### src/common/ppo_pkg.sv
// package for the print protocol options block
// assumes a decoded command port drives the block; no register bus
package ppo_pkg;
    // ============================================================
    // command codes
    localparam logic [2:0] CMD_SET_TEMPCO   = 3'h1;
    localparam logic [2:0] CMD_SET_TIME     = 3'h2;
    localparam logic [2:0] CMD_SET_TYPE     = 3'h3;
    localparam logic [2:0] CMD_SET_COMP     = 3'h4;
    localparam logic [2:0] CMD_QRY_TEMPCO   = 3'h5;
    localparam logic [2:0] CMD_QRY_TIME     = 3'h6;
    localparam logic [2:0] CMD_QRY_TYPE     = 3'h7;
    // ============================================================
    // printer type codes and line widths
    localparam logic [1:0] TYPE_80          = 2'h0;
    localparam logic [1:0] TYPE_40          = 2'h1;
    localparam logic [1:0] TYPE_20          = 2'h2;
    localparam logic [6:0] WIDTH_80         = 7'h50;
    localparam logic [6:0] WIDTH_40         = 7'h28;
    localparam logic [6:0] WIDTH_20         = 7'h14;
    // ============================================================
    // reset values
    localparam logic       RST_TEMPCO       = 1'b0;
    localparam logic       RST_TIME         = 1'b1;
    localparam logic       RST_COMP         = 1'b0;
    localparam logic [1:0] RST_TYPE         = 2'h0;
endpackage

### src/rtl/ppo_print_options.sv
// print protocol option settings, set by decoded commands; all but compensation enable can be queried
// assumes the command parser delivers one-cycle cmd_valid with cmd_code and cmd_param
`timescale 1ns/10ps
module ppo_print_options
(
    // clock and reset
    input  wire logic       core_clk,
    input  wire logic       rst_b,
    // command port
    input  wire logic       cmd_valid,
    input  wire logic [2:0] cmd_code,
    input  wire logic [1:0] cmd_param,
    // query answer
    output logic            rsp_valid,
    output logic [1:0]      rsp_data,
    output logic            cmd_error,
    // settings to the print formatter
    output logic            print_tempco_in_heading,
    output logic            print_temperature_coefficient,
    output logic            print_time,
    output logic            temperature_compensation_enable,
    output logic [1:0]      printer_type,
    output logic [6:0]      line_width
);
    // ============================================================
    // settings storage
    logic       tempco_reg;
    logic       time_reg;
    logic       comp_reg;
    logic [1:0] type_reg;
    logic       type_ok;

    assign type_ok = (cmd_param <= ppo_pkg::TYPE_20);

    // coefficient heading flag
    always_ff @(posedge core_clk or negedge rst_b)
        if (!rst_b)
            tempco_reg <= ppo_pkg::RST_TEMPCO;
        else if (cmd_valid && cmd_code == ppo_pkg::CMD_SET_TEMPCO)
            tempco_reg <= cmd_param[0];

    // time flag
    always_ff @(posedge core_clk or negedge rst_b)
        if (!rst_b)
            time_reg <= ppo_pkg::RST_TIME;
        else if (cmd_valid && cmd_code == ppo_pkg::CMD_SET_TIME)
            time_reg <= cmd_param[0];

    // compensation enable, kept apart from the print flags
    always_ff @(posedge core_clk or negedge rst_b)
        if (!rst_b)
            comp_reg <= ppo_pkg::RST_COMP;
        else if (cmd_valid && cmd_code == ppo_pkg::CMD_SET_COMP)
            comp_reg <= cmd_param[0];

    // printer type; a bad code leaves the old one so output format never breaks
    always_ff @(posedge core_clk or negedge rst_b)
        if (!rst_b)
            type_reg <= ppo_pkg::RST_TYPE;
        else if (cmd_valid && cmd_code == ppo_pkg::CMD_SET_TYPE && type_ok)
            type_reg <= cmd_param;

    // ============================================================
    // query answers, one cycle after the command
    always_ff @(posedge core_clk or negedge rst_b)
        if (!rst_b)
        begin
            rsp_valid <= 1'b0;
            rsp_data  <= 2'h0;
            cmd_error <= 1'b0;
        end
        else
        begin
            rsp_valid <= 1'b0;
            cmd_error <= 1'b0;
            if (cmd_valid)
            begin
                case (cmd_code)
                    ppo_pkg::CMD_QRY_TEMPCO:
                    begin
                        rsp_valid <= 1'b1;
                        rsp_data  <= {1'b0, tempco_reg};
                    end
                    ppo_pkg::CMD_QRY_TIME:
                    begin
                        rsp_valid <= 1'b1;
                        rsp_data  <= {1'b0, time_reg};
                    end
                    ppo_pkg::CMD_QRY_TYPE:
                    begin
                        rsp_valid <= 1'b1;
                        rsp_data  <= type_reg;
                    end
                    ppo_pkg::CMD_SET_TYPE:
                        cmd_error <= !type_ok;
                    ppo_pkg::CMD_SET_TEMPCO, ppo_pkg::CMD_SET_TIME,
                    ppo_pkg::CMD_SET_COMP:
                        cmd_error <= 1'b0;
                    default:
                        cmd_error <= 1'b1;
                endcase
            end
        end

    // ============================================================
    // registered settings to the formatter
    always_ff @(posedge core_clk or negedge rst_b)
        if (!rst_b)
        begin
            print_tempco_in_heading         <= ppo_pkg::RST_TEMPCO;
            print_temperature_coefficient   <= ppo_pkg::RST_TEMPCO & ppo_pkg::RST_COMP;
            print_time                      <= ppo_pkg::RST_TIME;
            temperature_compensation_enable <= ppo_pkg::RST_COMP;
            printer_type                    <= ppo_pkg::RST_TYPE;
            line_width                      <= ppo_pkg::WIDTH_80;
        end
        else
        begin
            print_tempco_in_heading         <= tempco_reg;
            print_temperature_coefficient   <= tempco_reg && comp_reg;
            print_time                      <= time_reg;
            temperature_compensation_enable <= comp_reg;
            printer_type                    <= type_reg;
            case (type_reg)
                ppo_pkg::TYPE_40: line_width <= ppo_pkg::WIDTH_40;
                ppo_pkg::TYPE_20: line_width <= ppo_pkg::WIDTH_20;
                default:          line_width <= ppo_pkg::WIDTH_80;
            endcase
        end

    // ============================================================
    // checks
    AST_TEMPCO_GATED: assert property (@(posedge core_clk) disable iff (!rst_b)
        print_temperature_coefficient |-> (print_tempco_in_heading
        && temperature_compensation_enable))
        else $error("coefficient printed without flag or compensation");
    AST_TYPE_REJECT: assert property (@(posedge core_clk) disable iff (!rst_b)
        (cmd_valid && cmd_code == ppo_pkg::CMD_SET_TYPE && cmd_param == 2'h3)
        |=> (cmd_error && $stable(type_reg)))
        else $error("bad type code not rejected");
    AST_TYPE_SET: assert property (@(posedge core_clk) disable iff (!rst_b)
        (cmd_valid && cmd_code == ppo_pkg::CMD_SET_TYPE && type_ok)
        |=> ##1 (printer_type == $past(cmd_param, 2)))
        else $error("type not stored");
    AST_TYPE_QUERY: assert property (@(posedge core_clk) disable iff (!rst_b)
        (cmd_valid && cmd_code == ppo_pkg::CMD_QRY_TYPE)
        |=> (rsp_valid && rsp_data == printer_type))
        else $error("type query wrong");
    AST_TEMPCO_QUERY: assert property (@(posedge core_clk) disable iff (!rst_b)
        (cmd_valid && cmd_code == ppo_pkg::CMD_QRY_TEMPCO)
        |=> (rsp_valid && rsp_data == {1'b0, print_tempco_in_heading}))
        else $error("coefficient flag query wrong");
    AST_TIME_SET: assert property (@(posedge core_clk) disable iff (!rst_b)
        (cmd_valid && cmd_code == ppo_pkg::CMD_SET_TIME)
        |=> ##1 (print_time == $past(cmd_param[0], 2)))
        else $error("time flag not stored");
    AST_TEMPCO_SET: assert property (@(posedge core_clk) disable iff (!rst_b)
        (cmd_valid && cmd_code == ppo_pkg::CMD_SET_TEMPCO)
        |=> ##1 (print_tempco_in_heading == $past(cmd_param[0], 2)))
        else $error("coefficient flag not stored");
    AST_COMP_SET: assert property (@(posedge core_clk) disable iff (!rst_b)
        (cmd_valid && cmd_code == ppo_pkg::CMD_SET_COMP)
        |=> ##1 (temperature_compensation_enable == $past(cmd_param[0], 2)))
        else $error("compensation enable not stored");
    AST_WIDTH: assert property (@(posedge core_clk) disable iff (!rst_b)
        (printer_type == ppo_pkg::TYPE_20) |-> (line_width == ppo_pkg::WIDTH_20))
        else $error("line width does not follow type");

    // ============================================================
    // answers, refusals and the formatter settings
    // the time answer reads the stored flag, just as the coefficient answer does
    AST_TIME_QUERY: assert property (@(posedge core_clk) disable iff (!rst_b)
        (cmd_valid && cmd_code == ppo_pkg::CMD_QRY_TIME)
        |=> (rsp_valid && rsp_data == {1'b0, print_time}))
        else $error("time flag query wrong");
    // a stray answer would be read by the host as a reply to its next query
    AST_RSP_ONLY_QUERY: assert property (@(posedge core_clk) disable iff (!rst_b)
        rsp_valid |-> ($past(cmd_valid) && ($past(cmd_code) >= ppo_pkg::CMD_QRY_TEMPCO)))
        else $error("answer without a query");
    // an error pulse only ever answers a command that was taken
    AST_ERROR_ONLY_CMD: assert property (@(posedge core_clk) disable iff (!rst_b)
        cmd_error |-> $past(cmd_valid))
        else $error("error pulse without a command");
    // a refused type must not reach the formatter either
    AST_TYPE_KEEP: assert property (@(posedge core_clk) disable iff (!rst_b)
        (cmd_valid && cmd_code == ppo_pkg::CMD_SET_TYPE && !type_ok)
        |=> ##1 $stable(printer_type))
        else $error("refused type reached the formatter");
    // the formatter never sees a code outside the three printer kinds
    AST_TYPE_LEGAL: assert property (@(posedge core_clk) disable iff (!rst_b)
        printer_type <= ppo_pkg::TYPE_20)
        else $error("printer type out of range");
    // both flags on means the coefficient must be printed
    AST_TEMPCO_SHOWN: assert property (@(posedge core_clk) disable iff (!rst_b)
        (print_tempco_in_heading && temperature_compensation_enable)
        |-> print_temperature_coefficient)
        else $error("coefficient suppressed with flag and compensation on");
    // compensation is a setting of its own and must not disturb the print flags
    AST_COMP_APART: assert property (@(posedge core_clk) disable iff (!rst_b)
        (cmd_valid && cmd_code == ppo_pkg::CMD_SET_COMP)
        |=> ($stable(tempco_reg) && $stable(time_reg)))
        else $error("compensation set disturbed a print flag");
    // the 40 character width follows its type code
    AST_WIDTH_40: assert property (@(posedge core_clk) disable iff (!rst_b)
        (printer_type == ppo_pkg::TYPE_40) |-> (line_width == ppo_pkg::WIDTH_40))
        else $error("line width does not follow type 40");
    // the 80 character width follows its type code, the reset default
    AST_WIDTH_80: assert property (@(posedge core_clk) disable iff (!rst_b)
        (printer_type == ppo_pkg::TYPE_80) |-> (line_width == ppo_pkg::WIDTH_80))
        else $error("line width does not follow type 80");
endmodule // ppo_print_options

### config.mk
export PLATFORM = sky130hd
export DESIGN_NAME = ppo_print_options
export DESIGN_NICKNAME = d
export VERILOG_FILES = /design/src/common/ppo_pkg.sv /design/src/rtl/ppo_print_options.sv
export SDC_FILE = /design/constraint.sdc
export NUM_CORES = 1
export LEC_CHECK = 0
export BUFFER_PORTS_ARGS = -buffer_cell sky130_fd_sc_hd__buf_2
export CAP_MARGIN = 20
export CORE_MARGIN = 8
export CORE_UTILIZATION = 25
export CTS_CLUSTER_DIAMETER = 40
export DETAILED_ROUTE_END_ITERATION = 16
export SYNTH_ARGS = -nofsm -noshare
export SYNTH_HDL_FRONTEND = slang
export SYNTH_SLANG_ARGS = --single-unit
### constraint.sdc
create_clock -name core_clk -period 2.1 [get_ports core_clk]
set_input_delay 0.21 -clock core_clk [delete_from_list [all_inputs] [get_ports core_clk]]
set_output_delay 0.21 -clock core_clk [all_outputs]
set_load 0.02 [all_outputs]
# Yosys cells after proc, flatten, opt, wreduce, memory -nomap -nowiden
# Index checks and enable logic that the tools add are counted.
# word_totals
register_bits,22
input_bits,8
output_inout_bits,17
wordCells,40
# classes
n_lt_le_gt_ge,1
n_eq_ne,9
n_mux,6
n_reduce_logical,11
# ops
operator,n
$pmux 7 s2,1
$eq 3x3->1 const B,4
$eq 3x2->1 const B,2
$logic_and 1x1->1,6
$pmux 2 s3,1
$reduce_or 6->1,1
$eq 3x1->1 const B,1
$mux 1,3
$reduce_bool 3->1,1
$reduce_or 3->1,1
$eq 2x1->1 const B,1
$eq 2x2->1 const B,1
$le 2x2->1 const B,1
$pmux 1 s2,1
$reduce_and 2->1,1
$logic_not 1->1,1

# Depth between registers and ports, before layout
# Gate-level depths: netlist of the first run.
# logic_depth
ltp_word,4
depth_mapped,3
mapped_depth_nobuf,3

# Worst setup path before layout of the first run
# No wires, ideal clock.
# synth_path
path_kind,input -> register
start,input port cmd_code[2]
end,register tempco_reg
setup_ns,0.125
t_arrival_ns,0.868
t_required_ns,1.975
path_slack_ns,1.107
path_stages,3
cell_sequence,nand2b_4 > nor3b_1 > mux2_2
# synth_between
elab_chain_cells,2
# synth_rtl
element,line_no,text
from (decl),ppo_print_options.sv:11,"input wire logic [2:0] cmd_code,"
$eq 3x1->1,ppo_print_options.sv:39,else if (cmd_valid && cmd_code == ppo_pkg::CMD_SET_TEMPCO)
$logic_and 1x1->1,ppo_print_options.sv:39,
to (signal assigned),ppo_print_options.sv:38,tempco_reg <= ppo_pkg::RST_TEMPCO;
to (signal assigned),ppo_print_options.sv:40,tempco_reg <= cmd_param[0];
to (decl),ppo_print_options.sv:27,logic tempco_reg;
# No other way between the ends.
# A chain may end at the register's enable or synchronous reset.

# Final worst setup path of the first run
# layout_path
start,register line_width[6]
end,output port line_width[6]
# layout_lines
element,line_no,text
from (decl),ppo_print_options.sv:23,output logic [6:0] line_width
from (signal assigned),ppo_print_options.sv:115,line_width <= ppo_pkg::WIDTH_80;
from (signal assigned),ppo_print_options.sv:125,ppo_pkg::TYPE_40: line_width <= ppo_pkg::WIDTH_40;
from (signal assigned),ppo_print_options.sv:126,ppo_pkg::TYPE_20: line_width <= ppo_pkg::WIDTH_20;
# No word-level cell between the ends.

==> metrics.yaml, run 1 <==
clock_tree:
  post_cts_buffers: 0
  clk_pin_slew_ns: 0.10
  root_buffer: "clkbuf_4"
  clkSinkCount: 19
  htree_levels: 1
  cts_tree: "yes"
  cts.path.max_buffers: 2
  clk_latency_ns: 0.30
  cts-resized-gates: 0
  postCtsHoldBufs: 1
  cts_buffers: 3
floorplanning:
  dieArea_um2: 4941
  core_um2: 2781
  die_height_um: 70.30
  die_w_um: 70.30
  initial_utilization_pct: 26.50
  rows: 19
  io_pins: 25
drt:
  drt_wl_total_mm: 1.482
  first_pass_iters: 4
  num_vias: 483
  route.detailed.drc: 0
  wire_per_inst_um: 13.47
  drt_iter0_drc: 29
  drtAntennaViolNets: 0
  routed_via_density: 4.391
worst_setup_path:
  path_max_fanout: 1
  critical_path_class: "reg -> out"
  critical_path.top_delay_family: "flip-flops"
  crit_slowest_cell: "dfstp_2"
  path_buf_inv: 1
  cp_cell_sequence: "buf_2"
  critPathMaxStageDelay_ns: 0.53
  crit_required_ns: 1.89
  critical_path_depth: 1
  critPathCaptureType: "output port"
  start_kind: "register"
  arrival_ns: 0.99
  r2r_cells: 3
timing:
  setup_ws_ns: 0.9020
  max_clock_freq_ghz: 0.8347
  slew_viol_final: 0
  rsz0062_at_grt: "false"
  timing.final.crit_period_ns: 1.198
  period_share_pct: 57.05
  finalSetupViolations: 0
  finalClockSkew_ns: 0.006884
  fin_tns_setup_ns: 0
  hold_violations: 0
global_routing:
  grt_pass1_wl_mm: 2.387
  grt_pass1_vias: 522
  antenna_found_initial: 0
  grtUsageTotal_pct: 6.201
  grt_max_degree: 20
  grt_overflow: 0
final_layout:
  drive_gt1_share_pct: 43.04
  largest_register: "line_width"
  layout.nets: 91
  area_delta_synth_final_pct: 22.58
  fin_area_um2: 903.4
  fillers: 282
  seq_area_um2: 480.5
  n_antenna_cell: 0
  multi_input_area_um2: 222.7
  largest_reg_flops: 4
power:
  p_total_mw: 0.9063
  p_per_area_nw_per_um2: 1003
  ir_worst_vdd_uv: 464.2
  leakage_nw: 0.4563
logic_synthesis:
  ys_seq_area_share_pct: 65.20
  synth_warnings: 0
  synth_edf_count: 0
  syn_inst: 54
  synth_top_flop_cell: "dfrtp_1"
  synth_async_sr_flop_share_pct: 100.0
  syn_area_um2: 737.0
  synth.avg_cell_area_um2: 13.65
  synth_cell_type_count: 23
  ys_seq_elements: 19
hold_path:
  whs_path_depth: 3
  hold_path.class: "in -> reg"
placed_design:
  dpl-instance-area_um2: 867.1
  dpl.hpwl_mm: 1.130
  io_buffers: 22
  gp_congestion: 0.7659
  place_ws_ns: 0.8989
status:
  status: "finished clean"
flow_run:
  drv_cap: 0
layout make-up:
type / count / share of cell area [%]
Sequential cell: 19 / 53.19
Multi-Input combinational cell: 29 / 24.65
Timing Repair Buffer: 23 / 13.30
Tap cell: 31 / 4.294
Clock buffer: 4 / 2.909
Inverter: 4 / 1.662
logic make-up (layout without fill, tap and decap cells):
logic type / Yosys count / in the layout / synth area share, %
buffers and inverters: 7 / 31 / 5.093
muxes: 4 / 4 / 5.942
AOI/OAI and AO/OA: 8 / 8 / 8.321
adders and majority gates: 3 / 3 / 5.094
other: 1 / 2 / 0.5088
DFF: 19 / 19 / 65.20
and+or+nand+nor: 12 / 12 / 9.847
layout by cell type, fill, tap and decap left out:
cell / count
a21o_1: 1
a21oi_1: 2
a311oi_1: 1
and2_1: 1
buf_2: 22
clkbuf_1: 1
clkbuf_4: 3
conb_1: 2
dfrtp_1: 15
dfstp_2: 4
dlygate4sd3_1: 1
ha_1: 3
inv_1: 4
mux2_1: 1
mux2_2: 2
mux2i_1: 1
nand2_1: 3
nand2b_4: 1
nand4_1: 1
nor2_1: 1
nor3_1: 2
nor3b_1: 2
o211ai_1: 1
o21ba_2: 2
o31ai_1: 1
or2_1: 1
through the flow:
stage,std cells,util [%],hold WS (ns)
floorplan,55,-,-0.08559
global placement,105,31.17,0.1565
detailed placement,105,31.17,0.1648
CTS,110,32.48,0.1983
global route,110,32.48,0.1885
finish,110,32.48,0.2031
final timing paths:
check | startpoint | to | slack (ns)
worst max-delay path | line_width[6] | line_width[6] | 0.90
worst min-delay path | cmd_valid | cmd_error | 0.20
worst max register to register | time_reg | rsp_data[0] | 1.00
worst min register to register | time_reg | print_time | 0.38
max in group asynchronous | rst_b | print_time | 1.43
min in group asynchronous | rst_b | printer_type[1] | 0.35
per-layer routing:
layer	vias to the layer above	global-route usage [%]	share of wire, %	wire (µm)
li1	226	-	-	-
met1	236	6.358	41	604
met2	16	9.557	49	733
met3	5	2.119	5.6	83
met4	0	6.027	4.1	61
met5	-	0	0	0
power breakdown:
part / switching, mW / internal [mW]
Clock: 0.110 / 0.0742
Combinational: 0.145 / 0.0832
Sequential: 0.0384 / 0.456
Yosys cell counts, types with 2 or more instances:
cell | instances | area share, %
nor3_1 | 2 | 1.4
inv_1 | 4 | 2.0
dfstp_2 | 4 | 14
nand2_1 | 3 | 1.5
o21ba_2 | 2 | 2.7
a21oi_1 | 2 | 1.4
nor3b_1 | 2 | 2.0
dfrtp_1 | 15 | 51
ha_1 | 3 | 5.1
buf_4 | 3 | 3.1
mux2_2 | 2 | 3.1
Note: power is estimated with default switching activity, not from simulation.
==> run 2, diff against run 1 <==
--- a/config.mk
+++ b/config.mk
@@ -5,6 +5,7 @@
 export SDC_FILE = /design/constraint.sdc
 export NUM_CORES = 1
 export LEC_CHECK = 0
+export ABC_AREA = 1
 export BUFFER_PORTS_ARGS = -buffer_cell sky130_fd_sc_hd__buf_2
 export CAP_MARGIN = 20
 export CORE_MARGIN = 8
==> constraint.sdc (replaced) <==
create_clock -name core_clk -period 1.2 [get_ports core_clk]
set_input_delay 0.12 -clock core_clk [delete_from_list [all_inputs] [get_ports core_clk]]
set_output_delay 0.12 -clock core_clk [all_outputs]
set_load 0.02 [all_outputs]
==> metrics.yaml, run 2 <==
drt:
  routed_via_density: 4.120  # -6.2%
  drt_wl_total_mm: 1.518  # +2.4%
  num_vias: 548  # +13%
  route.detailed.drc: 0  # unchanged
  drt_iter0_drc: 9  # -69%
  wire_per_inst_um: 11.41  # -15%
  drtAntennaViolNets: 0  # unchanged
  first_pass_iters: 4  # unchanged
timing:
  rsz0062_at_grt: "false"
  hold_violations: 0  # unchanged
  timing.final.crit_period_ns: 1.086
  whs_ns: 0.08296  # -0.1201 ns
  max_clock_freq_ghz: 0.9210
  period_share_pct: 90.48
  finalSetupViolations: 0  # unchanged
  fin_tns_setup_ns: 0  # unchanged
  slew_viol_final: 0  # unchanged
  finalClockSkew_ns: 0.003898  # -0.002986 ns
final_layout:
  n_antenna_cell: 0  # unchanged
  largest_reg_flops: 4  # unchanged
  final_util_pct: 31.18  # -1.3 points
  layout.nets: 112  # +23%
  drive_gt1_share_pct: 35.00  # -8.0 points
  largest_register: "line_width"
  seq_area_um2: 480.5  # unchanged
  area_delta_synth_final_pct: 22.24
  layout_common_cells: "buf_2, nand2_1, dfrtp_1, inv_1"
  fillers: 315  # +12%
  multi_input_area_um2: 219.0  # -1.7%
  finalNonFillerCells: 133  # +21%
  fin_area_um2: 928.4  # +2.8%
  mostFrequentLayoutCell: "buf_2"
floorplanning:
  dieArea_um2: 5057  # +2.3%
  initial_utilization_pct: 25.50  # -0.99 points
  die_height_um: 71.12  # +1.2%
  core_um2: 2978  # +7.1%
  die_w_um: 71.12  # +1.2%
  io_pins: 25  # unchanged
  rows: 20  # +1
worst_setup_path:
  r2r_cells: 2  # -1
  critical_path.top_delay_family: "flip-flops"
  arrival_ns: 0.97  # -0.02 ns
  critical_path_class: "reg -> out"
  cp_cell_sequence: "buf_2"
  critPathMaxStageDelay_ns: 0.52  # about the same
  r2r_end: "line_width[6]"
  path_buf_inv: 1  # unchanged
  crit_slowest_cell: "dfstp_2"
  r2r-start: "type_reg[0]"
  reg2reg_setup_slack_ns: 0.32  # -0.68 ns
  path_max_fanout: 1  # unchanged
  critPathCaptureType: "output port"
  start_kind: "register"
  crit_required_ns: 1.08  # -0.81 ns
power:
  ir_worst_vdd_uv: 256.8  # -45%
  p_per_area_nw_per_um2: 1610  # +60%
  leakage_nw: 0.5104  # +12%
hold_path:
  hold_path_end: "type_reg[1]"
  hold_start: "cmd_param[1]"
  hold_path.class: "in -> reg"
  whs_path_depth: 3  # unchanged
logic_synthesis:
  syn_inst: 75  # +39%
  synth_warnings: 0  # unchanged
  synth_top_cell_area_share_pct: 49.42  # -1.5 points
  ys_seq_area_share_pct: 63.26  # -1.9 points
  ys_seq_elements: 19  # unchanged
  synth_top_flop_cell: "dfrtp_1"
  synth_cell_type_count: 15  # -35%
  synthTopCellsByArea: "dfrtp_1, dfstp_2, nand2_1"
  synth_top_cells_by_count: "nand2_1, dfrtp_1, inv_1, dfstp_2, nand4_1"
  synth_area_leader_cell: "dfrtp_1"
  synth.avg_cell_area_um2: 10.13  # -26%
  synth_async_sr_flop_share_pct: 100.0  # unchanged
  synth_most_common_cell: "nand2_1"
  synth_edf_count: 0  # unchanged
  syn_area_um2: 759.5  # +3.1%
clock_tree:
  post_cts_buffers: 0  # unchanged
  cts.path.max_buffers: 2  # unchanged
  clk_pin_slew_ns: 0.10  # about the same
  clk_latency_ns: 0.29  # about the same
  clkSinkCount: 19  # unchanged
  cts_tree: "yes"
  cts_buffers: 3  # unchanged
  htree_levels: 1  # unchanged
  root_buffer: "clkbuf_4"
status:
  status: "finished clean"
global_routing:
  grt_pass1_wl_mm: 2.490  # +4.3%
  grtUsageTotal_pct: 6.389  # +0.19 points
  grt_max_degree: 20  # unchanged
  antenna_found_initial: 0  # unchanged
  grt_overflow: 0  # unchanged
  grt_pass1_vias: 583  # +12%
placed_design:
  io_buffers: 22  # unchanged
  gp_congestion: 0.7777  # +1.5%
  dpl.cell_count: 128  # +22%
  dpl.hpwl_mm: 1.191  # +5.4%
  dpl-instance-area_um2: 892.1  # +2.9%
flow_run:
  drv_cap: 0  # unchanged
## run 2: how the worst max path moves through the flow
| stage | from | to | slack (ns) | cells after the start |
|---|---|---|---|---|
| 3_3_place_gp | type_reg[0] | line_width[6] | 0.38 | 2 |
| 5_1_grt | print_time | print_time | 0.08 | 1 |
| 3_5_place_dp | type_reg[0] | line_width[6] | 0.33 | 2 |
| 4_1_cts | print_time | print_time | 0.09 | 1 |
| 6_report | line_width[6] | line_width[6] | 0.11 | 1 |
| 2_1_floorplan | type_reg[0] | line_width[6] | 0.40 | 2 |
## run 2: logic make-up after synthesis
kind of cell    synth area share (%)
simple gates                   18.95
flops                          63.26
buf+inv                        8.402
compound gates                 3.953
fa+ha+maj                      4.943
other cells                   0.4938
## run 2: layout make-up
| type | instances | area share, % |
|---|---|---|
| Tap cell | 33 | 4.447 |
| Inverter | 11 | 4.447 |
| Multi-Input combinational cell | 43 | 23.58 |
| Timing Repair Buffer | 23 | 12.94 |
| Clock buffer | 4 | 2.830 |
| Sequential cell | 19 | 51.75 |
## run 2: repair_timing
action	in CTS	in global routing
resized for setup	0	0
hold buffers	1	0
endpoints found under the hold margin	15	0
## run 2: per-layer routing
| layer | vias up | GRT usage (%) | wire length [µm] |
|---|---|---|---|
| met5 | - | 0 | 0 |
| met4 | 0 | 5.543 | 44 |
| met3 | 4 | 2.542 | 155 |
| met2 | 22 | 9.578 | 624 |
| met1 | 240 | 6.865 | 693 |
| li1 | 282 | - | - |
## run 2: through the flow
| step | total power, mW | setup slack [ns] |
|---|---|---|
| 6_report | 1.495 | 0.1142 |
| 5_1_grt | 1.585 | 0.08435 |
| 4_1_cts | 1.527 | 0.09442 |
| 3_5_place_dp | 1.207 | 0.3283 |
| 3_3_place_gp | 1.196 | 0.3788 |
| 2_1_floorplan | 1.065 | 0.4027 |
## run 2: where the power goes
| group | internal (mW) | switching [mW] | total (mW) |
|---|---|---|---|
| combinational | 0.113 | 0.244 | 0.357 |
| sequential | 0.773 | 0.0542 | 0.828 |
| clock | 0.129 | 0.181 | 0.310 |
